File: src/common/tcpu_pkg.sv
// Shared constants, register map and carrier types of the true-colour pixel unpacker.
// Assumes one 200 MHz clock domain; pixel pins arrive asynchronous to it.
package tcpu_pkg;

   ////////////////////////////////////////////////////////////////////////////////
   // Register bus
   localparam int          ADDR_W         = 8;        // AXI4-Lite address width
   localparam logic [7:0]  ADDR_FMT       = 8'h00;    // pixel_format_select
   localparam logic [7:0]  ADDR_PAGE      = 8'h04;    // Palette page
   localparam logic [7:0]  ADDR_MASK      = 8'h08;    // Palette read mask
   localparam logic [7:0]  ADDR_CTRL      = 8'h0c;    // Endian and DAC width control
   localparam logic [7:0]  ADDR_STAT      = 8'h10;    // Read-only status
   localparam logic [7:0]  FMT_RST        = 8'h2d;    // Format after reset (no true colour)
   localparam logic [7:0]  PAGE_RST       = 8'h00;
   localparam logic [7:0]  MASK_RST       = 8'hff;
   localparam logic [7:0]  CTRL_RST       = 8'h00;
   localparam int          CTRL_BIG_BIT   = 0;        // 1: big-endian pixel lines
   localparam int          CTRL_DAC8_BIT  = 1;        // 1: 8-bit DAC, 0: 6-bit DAC
   localparam logic [1:0]  RESP_OKAY      = 2'h0;
   localparam logic [1:0]  RESP_SLVERR    = 2'h2;

   ////////////////////////////////////////////////////////////////////////////////
   // Format codes in bits 5..0 of pixel_format_select
   localparam logic [5:0]  CODE_555_SGL   = 6'h08;
   localparam logic [5:0]  CODE_565_SGL   = 6'h09;
   localparam logic [5:0]  CODE_555_DBL   = 6'h0a;
   localparam logic [5:0]  CODE_565_DBL   = 6'h0b;
   localparam logic [5:0]  CODE_888_HIGH  = 6'h0e;
   localparam logic [5:0]  CODE_888_LOW   = 6'h0d;

   typedef enum logic [2:0] {
      fmt_none,
      fmt_555_overlay_single,
      fmt_565_single,
      fmt_555_overlay_double,
      fmt_565_double,
      fmt_888_overlay_high,
      fmt_888_overlay_low
   } tcpu_fmt_type;

   ////////////////////////////////////////////////////////////////////////////////
   // Carriers
   typedef struct packed {
      logic [7:0] red;
      logic [7:0] green;
      logic [7:0] blue;
   } tcpu_rgb_type;

   typedef struct packed {
      tcpu_rgb_type colour;     // True-colour DAC words
      logic [7:0]   overlay;    // Unmasked overlay value
   } tcpu_pix_type;

   // Whole state of the top module
   typedef struct packed {
      logic [7:0]   fmt_q;
      logic [7:0]   page_q;
      logic [7:0]   mask_q;
      logic [7:0]   ctrl_q;
      logic         awready_q;
      logic         wready_q;
      logic         bvalid_q;
      logic [1:0]   bresp_q;
      logic         arready_q;
      logic         rvalid_q;
      logic [1:0]   rresp_q;
      logic [31:0]  rdata_q;
      logic [2:0]   sclk_s;
      logic [2:0]   pclk_s;
      logic [2:0]   blank_s;
      logic [2:0]   csync_s;
      logic         sclk_lvl;
      logic         pclk_lvl;
      logic         blank_lvl;
      logic         csync_lvl;
      logic [31:0]  data_s1;
      logic [31:0]  data_s2;
      logic [31:0]  data_s3;
      logic [31:0]  data_f;
      logic [31:0]  bus_q;      // Latched load, endian corrected
      logic         grp_q;      // 1: upper word is next
      tcpu_rgb_type rgb1_q;
      logic         ovl1_q;
      logic         blank1_q;
      logic         csync1_q;
      logic [7:0]   pal_addr_q;
      tcpu_rgb_type dac_q;
      logic         dac_blank_n_q;
      logic         dac_sync_n_q;
      logic         ovl_seen_q;
   } tcpu_state_type;

endpackage : tcpu_pkg

File: src/hdl/tcpu_field_unpack.sv
// Splits one selected pixel word into DAC colour words and an overlay value.
// Assumes the word is already endian corrected; 16-bit words sit in bits 15..0.
module tcpu_field_unpack (
   input  wire tcpu_pkg::tcpu_fmt_type fmt,
   input  wire logic [31:0]            word,
   input  wire logic [7:0]             page,
   output tcpu_pkg::tcpu_pix_type      pix
);

   ////////////////////////////////////////////////////////////////////////////////
   // Field routing per format
   always_comb begin
      pix = '0;
      case (fmt)
         tcpu_pkg::fmt_555_overlay_single,
         tcpu_pkg::fmt_555_overlay_double: begin
            // 5-bit fields left aligned, low bits zero; page fills overlay top
            pix.colour.red   = {word[14:10], 3'h0};
            pix.colour.green = {word[9:5], 3'h0};
            pix.colour.blue  = {word[4:0], 3'h0};
            pix.overlay      = {page[7:1], word[15]};
         end
         tcpu_pkg::fmt_565_single,
         tcpu_pkg::fmt_565_double: begin
            // No overlay in 5-6-5
            pix.colour.red   = {word[15:11], 3'h0};
            pix.colour.green = {word[10:5], 2'h0};
            pix.colour.blue  = {word[4:0], 3'h0};
            pix.overlay      = 8'h00;
         end
         tcpu_pkg::fmt_888_overlay_high: begin
            // Full 8-bit colours taken as given
            pix.overlay      = word[31:24];
            pix.colour.red   = word[23:16];
            pix.colour.green = word[15:8];
            pix.colour.blue  = word[7:0];
         end
         tcpu_pkg::fmt_888_overlay_low: begin
            pix.colour.blue  = word[31:24];
            pix.colour.green = word[23:16];
            pix.colour.red   = word[15:8];
            pix.overlay      = word[7:0];
         end
         default: begin
            pix = '0;
         end
      endcase
   end

endmodule : tcpu_field_unpack

File: src/hdl/tcpu_unpacker.sv
// True-colour pixel unpacker: pixel port capture, field split, overlay select, register slave.
// Assumes a palette that answers pal_data combinationally for pal_addr, and
// shift clock, pixel clock, blank, sync and pixel lines asynchronous to mclk.

module tcpu_unpacker (
   input  wire logic                        mclk,
   input  wire logic                        resetn,
   // AXI4-Lite slave
   input  wire logic [tcpu_pkg::ADDR_W-1:0] awaddr,
   input  wire logic                        awvalid,
   output logic                             awready,
   input  wire logic [31:0]                 wdata,
   input  wire logic [3:0]                  wstrb,
   input  wire logic                        wvalid,
   output logic                             wready,
   output logic [1:0]                       bresp,
   output logic                             bvalid,
   input  wire logic                        bready,
   input  wire logic [tcpu_pkg::ADDR_W-1:0] araddr,
   input  wire logic                        arvalid,
   output logic                             arready,
   output logic [31:0]                      rdata,
   output logic [1:0]                       rresp,
   output logic                             rvalid,
   input  wire logic                        rready,
   // Frame buffer side
   input  wire logic [31:0]                 pixel_port_lines,
   input  wire logic                        shift_clk,
   input  wire logic                        pixel_clk,
   input  wire logic                        blank_n,
   input  wire logic                        sync_n,
   // Palette lookup
   output logic [7:0]                       pal_addr,
   input  wire tcpu_pkg::tcpu_rgb_type      pal_data,
   // DAC paths
   output tcpu_pkg::tcpu_rgb_type           dac,
   output logic                             dac_blank_n,
   output logic                             dac_sync_n
);

   tcpu_pkg::tcpu_state_type s;            // Registered state
   tcpu_pkg::tcpu_state_type d;            // Next state
   tcpu_pkg::tcpu_fmt_type   fmt_sel;      // Decoded format
   tcpu_pkg::tcpu_pix_type   pix;          // Split fields of selected word
   logic [31:0]              data_rev;     // Fully reversed pixel lines
   logic [31:0]              word_sel;     // Word being shifted out
   logic [7:0]               ovl_masked;   // Overlay after read mask
   logic                     sclk_tick;    // Filtered shift clock rise
   logic                     pclk_tick;    // Filtered pixel clock rise
   logic                     is_double;    // Two words per load
   logic                     dac8;         // 8-bit DAC width

   ////////////////////////////////////////////////////////////////////////////////
   // Bit reversal for big-endian lines
   genvar gi;
   generate
      for (gi = 0; gi < 32; gi++) begin : g_rev
         assign data_rev[gi] = s.data_f[31 - gi];
      end
   endgenerate

   ////////////////////////////////////////////////////////////////////////////////
   // Field splitter
   tcpu_field_unpack u_unpack (
      .fmt  (fmt_sel),
      .word (word_sel),
      .page (s.page_q),
      .pix  (pix)
   );

   ////////////////////////////////////////////////////////////////////////////////
   // Next-state logic
   always_comb begin
      d          = s;
      dac8       = s.ctrl_q[tcpu_pkg::CTRL_DAC8_BIT];
      // Format decode, bits 7 and 6 do not matter
      case (s.fmt_q[5:0])
         tcpu_pkg::CODE_555_SGL:  fmt_sel = tcpu_pkg::fmt_555_overlay_single;
         tcpu_pkg::CODE_565_SGL:  fmt_sel = tcpu_pkg::fmt_565_single;
         tcpu_pkg::CODE_555_DBL:  fmt_sel = tcpu_pkg::fmt_555_overlay_double;
         tcpu_pkg::CODE_565_DBL:  fmt_sel = tcpu_pkg::fmt_565_double;
         tcpu_pkg::CODE_888_HIGH: fmt_sel = tcpu_pkg::fmt_888_overlay_high;
         tcpu_pkg::CODE_888_LOW:  fmt_sel = tcpu_pkg::fmt_888_overlay_low;
         default:                 fmt_sel = tcpu_pkg::fmt_none;
      endcase
      is_double = (fmt_sel == tcpu_pkg::fmt_555_overlay_double) ||
                  (fmt_sel == tcpu_pkg::fmt_565_double);
      // Upper word only on the second pixel of a double load
      word_sel  = (is_double && s.grp_q) ? {16'h0000, s.bus_q[31:16]} : s.bus_q;

      // Three-stage pin synchronisers; a level counts once stages two and three agree
      d.sclk_s  = {s.sclk_s[1:0], shift_clk};
      d.pclk_s  = {s.pclk_s[1:0], pixel_clk};
      d.blank_s = {s.blank_s[1:0], blank_n};
      d.csync_s = {s.csync_s[1:0], sync_n};
      d.data_s1 = pixel_port_lines;
      d.data_s2 = s.data_s1;
      d.data_s3 = s.data_s2;
      if (s.sclk_s[1] == s.sclk_s[2]) begin
         d.sclk_lvl = s.sclk_s[2];
      end
      if (s.pclk_s[1] == s.pclk_s[2]) begin
         d.pclk_lvl = s.pclk_s[2];
      end
      if (s.blank_s[1] == s.blank_s[2]) begin
         d.blank_lvl = s.blank_s[2];
      end
      if (s.csync_s[1] == s.csync_s[2]) begin
         d.csync_lvl = s.csync_s[2];
      end
      if (s.data_s2 == s.data_s3) begin
         d.data_f = s.data_s3;
      end
      sclk_tick = d.sclk_lvl && !s.sclk_lvl;
      pclk_tick = d.pclk_lvl && !s.pclk_lvl;

      // Pixel clock shifts the next group out of the latched load
      ovl_masked = pix.overlay & s.mask_q;
      if (pclk_tick) begin
         if (fmt_sel == tcpu_pkg::fmt_none) begin
            d.rgb1_q = '0;
            d.ovl1_q = 1'b0;
         end else begin
            d.rgb1_q = pix.colour;
            d.ovl1_q = (ovl_masked != 8'h00);
         end
         d.pal_addr_q = ovl_masked;
         // Take the level that arrives with this pixel edge, not the one before it
         d.blank1_q   = d.blank_lvl;
         d.csync1_q   = d.csync_lvl;
         d.grp_q      = is_double && !s.grp_q;
      end
      // Shift clock latches every group at once; the low group goes first
      if (sclk_tick) begin
         d.bus_q = s.ctrl_q[tcpu_pkg::CTRL_BIG_BIT] ? data_rev : s.data_f;
         d.grp_q = 1'b0;
      end

      // Output stage: palette colour wins when overlay is live
      if (s.ovl1_q) begin
         if (dac8) begin
            d.dac_q = pal_data;
         end else begin
            d.dac_q.red   = {pal_data.red[5:0], 2'h0};
            d.dac_q.green = {pal_data.green[5:0], 2'h0};
            d.dac_q.blue  = {pal_data.blue[5:0], 2'h0};
         end
      end else begin
         d.dac_q = s.rgb1_q;
      end
      d.dac_blank_n_q = s.blank1_q;
      d.dac_sync_n_q  = s.csync1_q;
      d.ovl_seen_q    = s.ovl1_q;

      // Write channel: accept address and data together, then answer
      d.awready_q = 1'b0;
      d.wready_q  = 1'b0;
      if (s.awready_q) begin
         // Handshake edge: commit the write and raise the response
         d.bvalid_q = 1'b1;
         d.bresp_q  = tcpu_pkg::RESP_OKAY;
         case ({awaddr[tcpu_pkg::ADDR_W-1:2], 2'b00})
            tcpu_pkg::ADDR_FMT: begin
               if (wstrb[0]) d.fmt_q = wdata[7:0];
            end
            tcpu_pkg::ADDR_PAGE: begin
               if (wstrb[0]) d.page_q = wdata[7:0];
            end
            tcpu_pkg::ADDR_MASK: begin
               if (wstrb[0]) d.mask_q = wdata[7:0];
            end
            tcpu_pkg::ADDR_CTRL: begin
               if (wstrb[0]) d.ctrl_q = {6'h00, wdata[1:0]};
            end
            tcpu_pkg::ADDR_STAT: begin
               d.bresp_q = tcpu_pkg::RESP_OKAY;
            end
            default: begin
               d.bresp_q = tcpu_pkg::RESP_SLVERR;
            end
         endcase
      end else if (awvalid && wvalid && !s.bvalid_q) begin
         d.awready_q = 1'b1;
         d.wready_q  = 1'b1;
      end
      if (s.bvalid_q && bready) begin
         d.bvalid_q = 1'b0;
      end

      // Read channel: one-cycle ready, data on the next cycle
      d.arready_q = 1'b0;
      if (s.arready_q) begin
         d.rvalid_q = 1'b1;
         d.rresp_q  = tcpu_pkg::RESP_OKAY;
         d.rdata_q  = 32'h0000_0000;
         case ({araddr[tcpu_pkg::ADDR_W-1:2], 2'b00})
            tcpu_pkg::ADDR_FMT:  d.rdata_q[7:0] = s.fmt_q;
            tcpu_pkg::ADDR_PAGE: d.rdata_q[7:0] = s.page_q;
            tcpu_pkg::ADDR_MASK: d.rdata_q[7:0] = s.mask_q;
            tcpu_pkg::ADDR_CTRL: d.rdata_q[7:0] = s.ctrl_q;
            tcpu_pkg::ADDR_STAT: begin
               d.rdata_q[0] = (fmt_sel != tcpu_pkg::fmt_none);
               d.rdata_q[1] = s.ovl_seen_q;
               d.rdata_q[2] = s.grp_q;
            end
            default: begin
               d.rresp_q = tcpu_pkg::RESP_SLVERR;
            end
         endcase
      end else if (arvalid && !s.rvalid_q) begin
         d.arready_q = 1'b1;
      end
      if (s.rvalid_q && rready) begin
         d.rvalid_q = 1'b0;
      end
   end

   ////////////////////////////////////////////////////////////////////////////////
   // State register
   always_ff @(posedge mclk or negedge resetn) begin
      if (!resetn) begin
         s        <= '0;
         s.fmt_q  <= tcpu_pkg::FMT_RST;
         s.page_q <= tcpu_pkg::PAGE_RST;
         s.mask_q <= tcpu_pkg::MASK_RST;
         s.ctrl_q <= tcpu_pkg::CTRL_RST;
      end else begin
         s <= d;
      end
   end

   ////////////////////////////////////////////////////////////////////////////////
   // Outputs straight from flops
   assign awready     = s.awready_q;
   assign wready      = s.wready_q;
   assign bvalid      = s.bvalid_q;
   assign bresp       = s.bresp_q;
   assign arready     = s.arready_q;
   assign rvalid      = s.rvalid_q;
   assign rresp       = s.rresp_q;
   assign rdata       = s.rdata_q;
   assign pal_addr    = s.pal_addr_q;
   assign dac         = s.dac_q;
   assign dac_blank_n = s.dac_blank_n_q;
   assign dac_sync_n  = s.dac_sync_n_q;
endmodule : tcpu_unpacker

File: config.mk
export PLATFORM = sky130hd
export DESIGN_NAME = tcpu_unpacker
export DESIGN_NICKNAME = d
export VERILOG_FILES = /design/src/common/tcpu_pkg.sv /design/src/hdl/tcpu_field_unpack.sv /design/src/hdl/tcpu_unpacker.sv
export SDC_FILE = /design/constraint.sdc
export NUM_CORES = 1
export LEC_CHECK = 0
export BUFFER_PORTS_ARGS = -buffer_cell sky130_fd_sc_hd__clkbuf_2
export CAP_MARGIN = 20
export CELL_PAD_IN_SITES_DETAIL_PLACEMENT = 1
export CELL_PAD_IN_SITES_GLOBAL_PLACEMENT = 1
export CORE_MARGIN = 2
export CORE_UTILIZATION = 41
export CTS_BUF_LIST = sky130_fd_sc_hd__clkbuf_16
export CTS_CLUSTER_DIAMETER = 50
export DETAILED_ROUTE_END_ITERATION = 12
export PLACE_DENSITY_LB_ADDON = 0.1
export SLEW_MARGIN = 15
export SYNTH_ARGS = -nofsm -noshare
export SYNTH_HDL_FRONTEND = slang
export SYNTH_SLANG_ARGS = --single-unit
File: constraint.sdc
create_clock -name mclk -period 2.3 [get_ports mclk]
set_input_delay 0.46 -clock mclk [delete_from_list [all_inputs] [get_ports mclk]]
set_output_delay 0.46 -clock mclk [all_outputs]
set_load 0.02 [all_outputs]
After elaboration in Yosys (flattened, before gate mapping)
Cells that the tools add are included.
{"block": "word_totals", "regBits": 282, "in_bits": 119, "wordCells": 121}
{"block": "classes", "n_eq_ne": 25, "n_mux": 25, "n_bitwise": 1, "reduce_logical": 31}
{"operator": "$pmux W32 S4", "count": 1}
{"operator": "$mux W32", "count": 2}
{"operator": "$mux W24", "count": 2}
{"operator": "$eq A6 B4 Y1 const B", "count": 6}
{"operator": "$mux W36", "count": 1}
{"operator": "$mux W35", "count": 1}
{"operator": "$eq A32 B32 Y1", "count": 1}
{"operator": "$mux W25", "count": 1}
{"operator": "$eq A6 B2 Y1 const B", "count": 4}
{"operator": "$pmux W3 S6", "count": 1}
{"operator": "$pmux W3 S5", "count": 1}
{"operator": "$pmux W5 S3", "count": 1}
{"operator": "$eq A6 B1 Y1 const B", "count": 2}
{"operator": "$eq A6 B3 Y1 const B", "count": 2}
{"operator": "$logic_not A6 Y1", "count": 2}
{"operator": "$reduce_and A3 Y1", "count": 4}
{"operator": "$reduce_or A5 Y1", "count": 2}
{"operator": "$eq A3 B3 Y1 const B", "count": 3}
{"operator": "$logic_and A1 B1 Y1", "count": 9}
{"operator": "$mux W1", "count": 9}
{"operator": "$and A8 B8 Y8", "count": 1}
{"operator": "$mux W2", "count": 4}
{"operator": "$reduce_bool A8 Y1", "count": 1}
{"operator": "$eq A3 B2 Y1 const B", "count": 2}
{"operator": "9 further kinds", "count": 19}

Longest topological paths before layout
{"block": "depth", "word_depth": 12, "ltp_mapped": 7, "ltp_nobuf": 5}

Modules after synthesis
A second synthesis with hierarchy kept.
{"block": "unflattened", "hier_cells": 999, "hier_area_um2": 11827.6}
{"module": "tcpu_unpacker", "n_inst": 1, "cells_per_inst": 878, "area_per_inst_um2": 11043.1}
{"module": "tcpu_field_unpack", "n_inst": 1, "cells_per_inst": 121, "area_per_inst_um2": 784.5}

Least setup slack after synthesis
Ideal clock, no wire load.
{"block": "synth_timing", "path_kind": "register to register", "start": "register s[306] (netlist bit)", "end": "register s[60] (netlist bit)", "setup_time_ns": 0.133, "t_arrival_ns": 2.024, "required_time_ns": 2.167, "setup_slack_ns": 0.143, "path_stages_with_launch": 8, "n_path_buf": 2, "synth_period_minus_slack_ns": 2.157, "cell_sequence": "dfstp_2 > buf_6 > or4b_4 > nor2_8 > buf_8 > mux2_1 > a221oi_1 > o21ai_1"}
{"block": "synth_via", "elab_chain_cells": 8, "elab_cells_between_ends": 21}
{"item": "start, declared", "line_no": "tcpu_unpacker.sv:41", "source": "tcpu_pkg::tcpu_state_type s;"}
{"item": "$eq A6 B4 Y1", "line_no": "tcpu_unpacker.sv:77", "source": "case (s.fmt_q[5:0])"}
{"item": "$pmux W3 S6 (*)", "line_no": "tcpu_unpacker.sv:77"}
{"item": "$eq A3 B2 Y1 / $eq A3 B3 Y1 (equally long branches)", "line_no": "tcpu_field_unpack.sv:14, tcpu_unpacker.sv:86, tcpu_unpacker.sv:87"}
{"item": "$logic_or A1 B1 Y1", "line_no": "tcpu_unpacker.sv:86", "source": "is_double = (fmt_sel == tcpu_pkg::fmt_555_overlay_double) ||"}
{"item": "$logic_and A1 B1 Y1", "line_no": "tcpu_unpacker.sv:89", "source": "word_sel = (is_double && s.grp_q) ? {16'h0000, s.bus_q[31:16]} : s.bus_q;"}
{"item": "$mux W32", "line_no": "tcpu_unpacker.sv:89"}
{"item": "$pmux W32 S4", "line_no": "tcpu_field_unpack.sv:14", "source": "case (fmt)"}
{"item": "$mux W25 (*)", "line_no": "tcpu_unpacker.sv:120", "source": "if (fmt_sel == tcpu_pkg::fmt_none) begin"}
Every way passes the cells marked *; elsewhere a longest branch is shown, timed or not.
A chain may end at the register's enable or synchronous reset.

Worst setup path in the final report
{"block": "layout_timing", "start": "register s[307] (netlist bit)", "end": "register s[42] (netlist bit)"}
The elaborated chain is that of the path after synthesis.

==> flow_metrics.env <==
export IMPL_place_inst=1394
export IMPL_die_area_sq_mm=0.0294
export IMPL_synth_top_family_by_area="multiplexers"
export IMPL_netlist_area_sq_mm=0.0115
export IMPL_synth_edf_count=0
export IMPL_wl_per_cell_microns=17.4
export IMPL_synthAdderAreaFrac_pct=0.348
export IMPL_clock_latency_ps=510
export IMPL_min_path_type="input port to register"
export IMPL_fp_dieW_microns=172
export IMPL_post_dp_cell_area_sq_mm=0.0125
export IMPL_ys_ff_latch=279
export IMPL_async_flop_share_pct=100
export IMPL_rsz0062_at_grt="false"
export IMPL_setup_violations=0
export IMPL_synth_xor_area_share_pct=2.43
export IMPL_drv_slew=0
export IMPL_fin_crit_ps=2210
export IMPL_power_density_mw_per_mm2=804
export IMPL_drive_gt1_share_pct=29.7
export IMPL_io_pin_count=194
export IMPL_cp_arrival_ps=2590
export IMPL_cp_slowest_cell="or4b_4"
export IMPL_status="completed"
export IMPL_vdd_drop_max_mv=0.527
export IMPL_grt_pass1_wl_microns=40600
export IMPL_grtUsageTotal_pct=17.8
export IMPL_ctsHtreeMaxLevel=2
export IMPL_nNetsFinal=1174
export IMPL_initialDrtViolationCount=376
export IMPL_max_slew_margin_pct=63.0
export IMPL_final_core_util_pct=48.9
export IMPL_worstRegToRegCells=5
export IMPL_hold_viol=0
export IMPL_drc=0
export IMPL_place_gp_congestion=0.868
export IMPL_die_h_microns=172
export IMPL_dr_total_vias=7159
export IMPL_via_per_inst=4.91
export IMPL_ys_types=58
export IMPL_clock_path_buffers=3
export IMPL_pre_cts_ws_ps=6.20
export IMPL_start_kind="register"
export IMPL_avgSynthCellArea_sq_um=12.4
export IMPL_cp_slowest_stage_delay_ps=550
export IMPL_io_buffers=136
export IMPL_netlist_instances=927
export IMPL_cp_max_fo=6
export IMPL_cts_tree="done"
export IMPL_numCtsBuffers=34
export IMPL_ys_top_cells_by_count="dfrtp_1, nand2_1, buf_4, mux2_2, mux2i_1"
export IMPL_grt_pass1_vias=7421
export IMPL_endpoint_kind="register"
export IMPL_synth_compound_area_share_pct=8.46
export IMPL_clock_sinks=279
export IMPL_setup_ws_ps=87.4
export IMPL_ys_warn_count=0
export IMPL_clkTransAtPathRegs_ps=60
export IMPL_fin_skew_ps=15.6
export IMPL_core_area_sq_mm=0.0277
export IMPL_min_period_over_period_pct=96.2
export IMPL_cp_cell_sequence="or4b_4 > nor2_4 > mux2_1 > a221oi_1 > o21ai_1"
export IMPL_cts_root_buf="clkbuf_16"
export IMPL_wl_microns=25300
export IMPL_max_slew_worst_pin_slew_ps=555
export IMPL_critical_path_class="register to register"
export IMPL_antenna_found_initial=0
export IMPL_dp_hpwl_microns=18300
export IMPL_synth_top_area_share_pct=58.0
export IMPL_yosys_area_share_simple_pct=7.60
export IMPL_dr_pass1_iters=4
export IMPL_yosys_area_top_type="dfrtp_1"
export IMPL_ys_dominant_reg_cell="dfrtp_1"
export IMPL_seq_area_frac_synth_pct=60.8
export IMPL_synth_area_top_cells="dfrtp_1, mux2_2, mux2i_1, buf_4, dfstp_2"
export IMPL_ant_nets=0
export IMPL_setup_tns_ps=0
export IMPL_grt_max_degree=66
export IMPL_synth_most_common_cell="dfrtp_1"
export IMPL_maxCapViolCount=0
export IMPL_antenna_cells=0
export IMPL_worstPathRequired_ps=2670
export IMPL_whs_path_depth=1
export IMPL_initial_core_util_pct=41.6
export IMPL_max_freq_ghz=0.452
export IMPL_layout_area_overhead_vs_synth_pct=17.6
export IMPL_synth_mux_area_share_pct=13.7
export IMPL_instances_no_fill=1457
export IMPL_hold_ws_ps=55.3
export IMPL_rows=61
export IMPL_final_cell_area_sq_mm=0.0135
export IMPL_grt_ovfl_total=0
export IMPL_finalPower_mw=10.9
export IMPL_leakage_nw=6.16
-- flip-flops by register name, indices dropped and copies added, names as in the netlist --
signal and cells:
s 123, d 75, data_rev 32, dac 24, pal_addr 8, rdata 8, arready 1, awready 1
bresp 1, bvalid 1, dac8 1, dac_blank_n 1, dac_sync_n 1, rresp 1, rvalid 1
-- cells in the final DEF (no fill, tap or decap), types with 5 or more instances in the layout --
cell type	synthesis	routed
o2bb2ai_1	6	6
clkinv_1	2	9
a22oi_1	9	9
a31oi_1	5	5
clkbuf_2	0	135
o21ai_1	19	19
nor2_1	37	36
mux2_2	69	69
mux4_2	5	5
clkbuf_16	0	35
dfstp_2	12	12
buf_12	0	6
conb_1	1	26
a221oi_1	7	7
a21oi_1	35	35
dfrtp_1	267	267
nand3_1	19	19
mux2i_1	64	63
xor2_1	32	32
nor4_1	10	10
nand2_1	83	83
buf_4	69	36
o21ai_0	46	46
inv_1	14	18
clkinv_2	0	6
-- routing by layer --
| metal | vias to the layer above | share of wire [%] | GRT usage, % |
|---|---|---|---|
| met5 | - | 0 | 0 |
| met4 | 0 | 4.0 | 7.63 |
| met3 | 60 | 4.0 | 2.44 |
| met2 | 171 | 46 | 28.5 |
| met1 | 3498 | 46 | 24.4 |
| li1 | 3430 | - | - |
-- layout make-up --
cell class              instances  area, sq um
inverters                      16         60.1
repair buffers                179         1090
fillers                      2933        14200
flip-flops and latches        279         7000
clock inverters                25          176
multi-input cells             545         3870
clock buffers                  35          876
well taps                     378          473
-- cell families (layout without fill, tap and decap cells) --
| logic type | count (synthesis) | in the layout |
|---|---|---|
| XOR/XNOR | 32 | 32 |
| adder cells (fa/ha/maj) | 4 | 4 |
| AO/OA/AOI/OAI | 157 | 157 |
| other | 1 | 26 |
| flip-flops | 279 | 279 |
| multiplexers | 142 | 142 |
| AND/OR/NAND/NOR | 183 | 184 |
| buffers and inverters | 129 | 255 |
-- worst paths after layout --
check | from | endpoint | slack, ps
hold / removal | pixel_clk | d[234] | 60
min in group asynchronous | resetn | rdata[4] | 470
hold reg to reg | d[166] | d[134] | 340
setup reg to reg | s[307] | s[42] | 90
max in group asynchronous | resetn | dac[6] | 1090
setup / recovery | s[307] | s[42] | 90
-- report_power, final --
group / switching (mW) / internal [mW] / leakage [nW]
clock network: 2.02 / 2.90 / 0.532
logic: 0.458 / 0.266 / 2.07
registers: 0.121 / 5.12 / 3.56
total: 2.60 / 8.28 / 6.16
-- worst max-delay path: cells and delay by family (launching register included) --
family | cells | cell delay, ps
simple gates | 2 | 790
flops | 1 | 520
compound gates | 2 | 410
mux | 1 | 370
-- timing repair --
| item | in CTS | in global routing |
|---|---|---|
| pin swaps | 0 | 1 |
| cloned | 0 | 1 |
| hold buffers | 1 | 0 |
| setup buffers | 0 | 1 |
| setup endpoints to repair | 1 | 8 |
| hold endpoints to repair | 34 | 0 |
| gates resized for setup | 1 | 1 |
(Power assumes the default switching activity.)
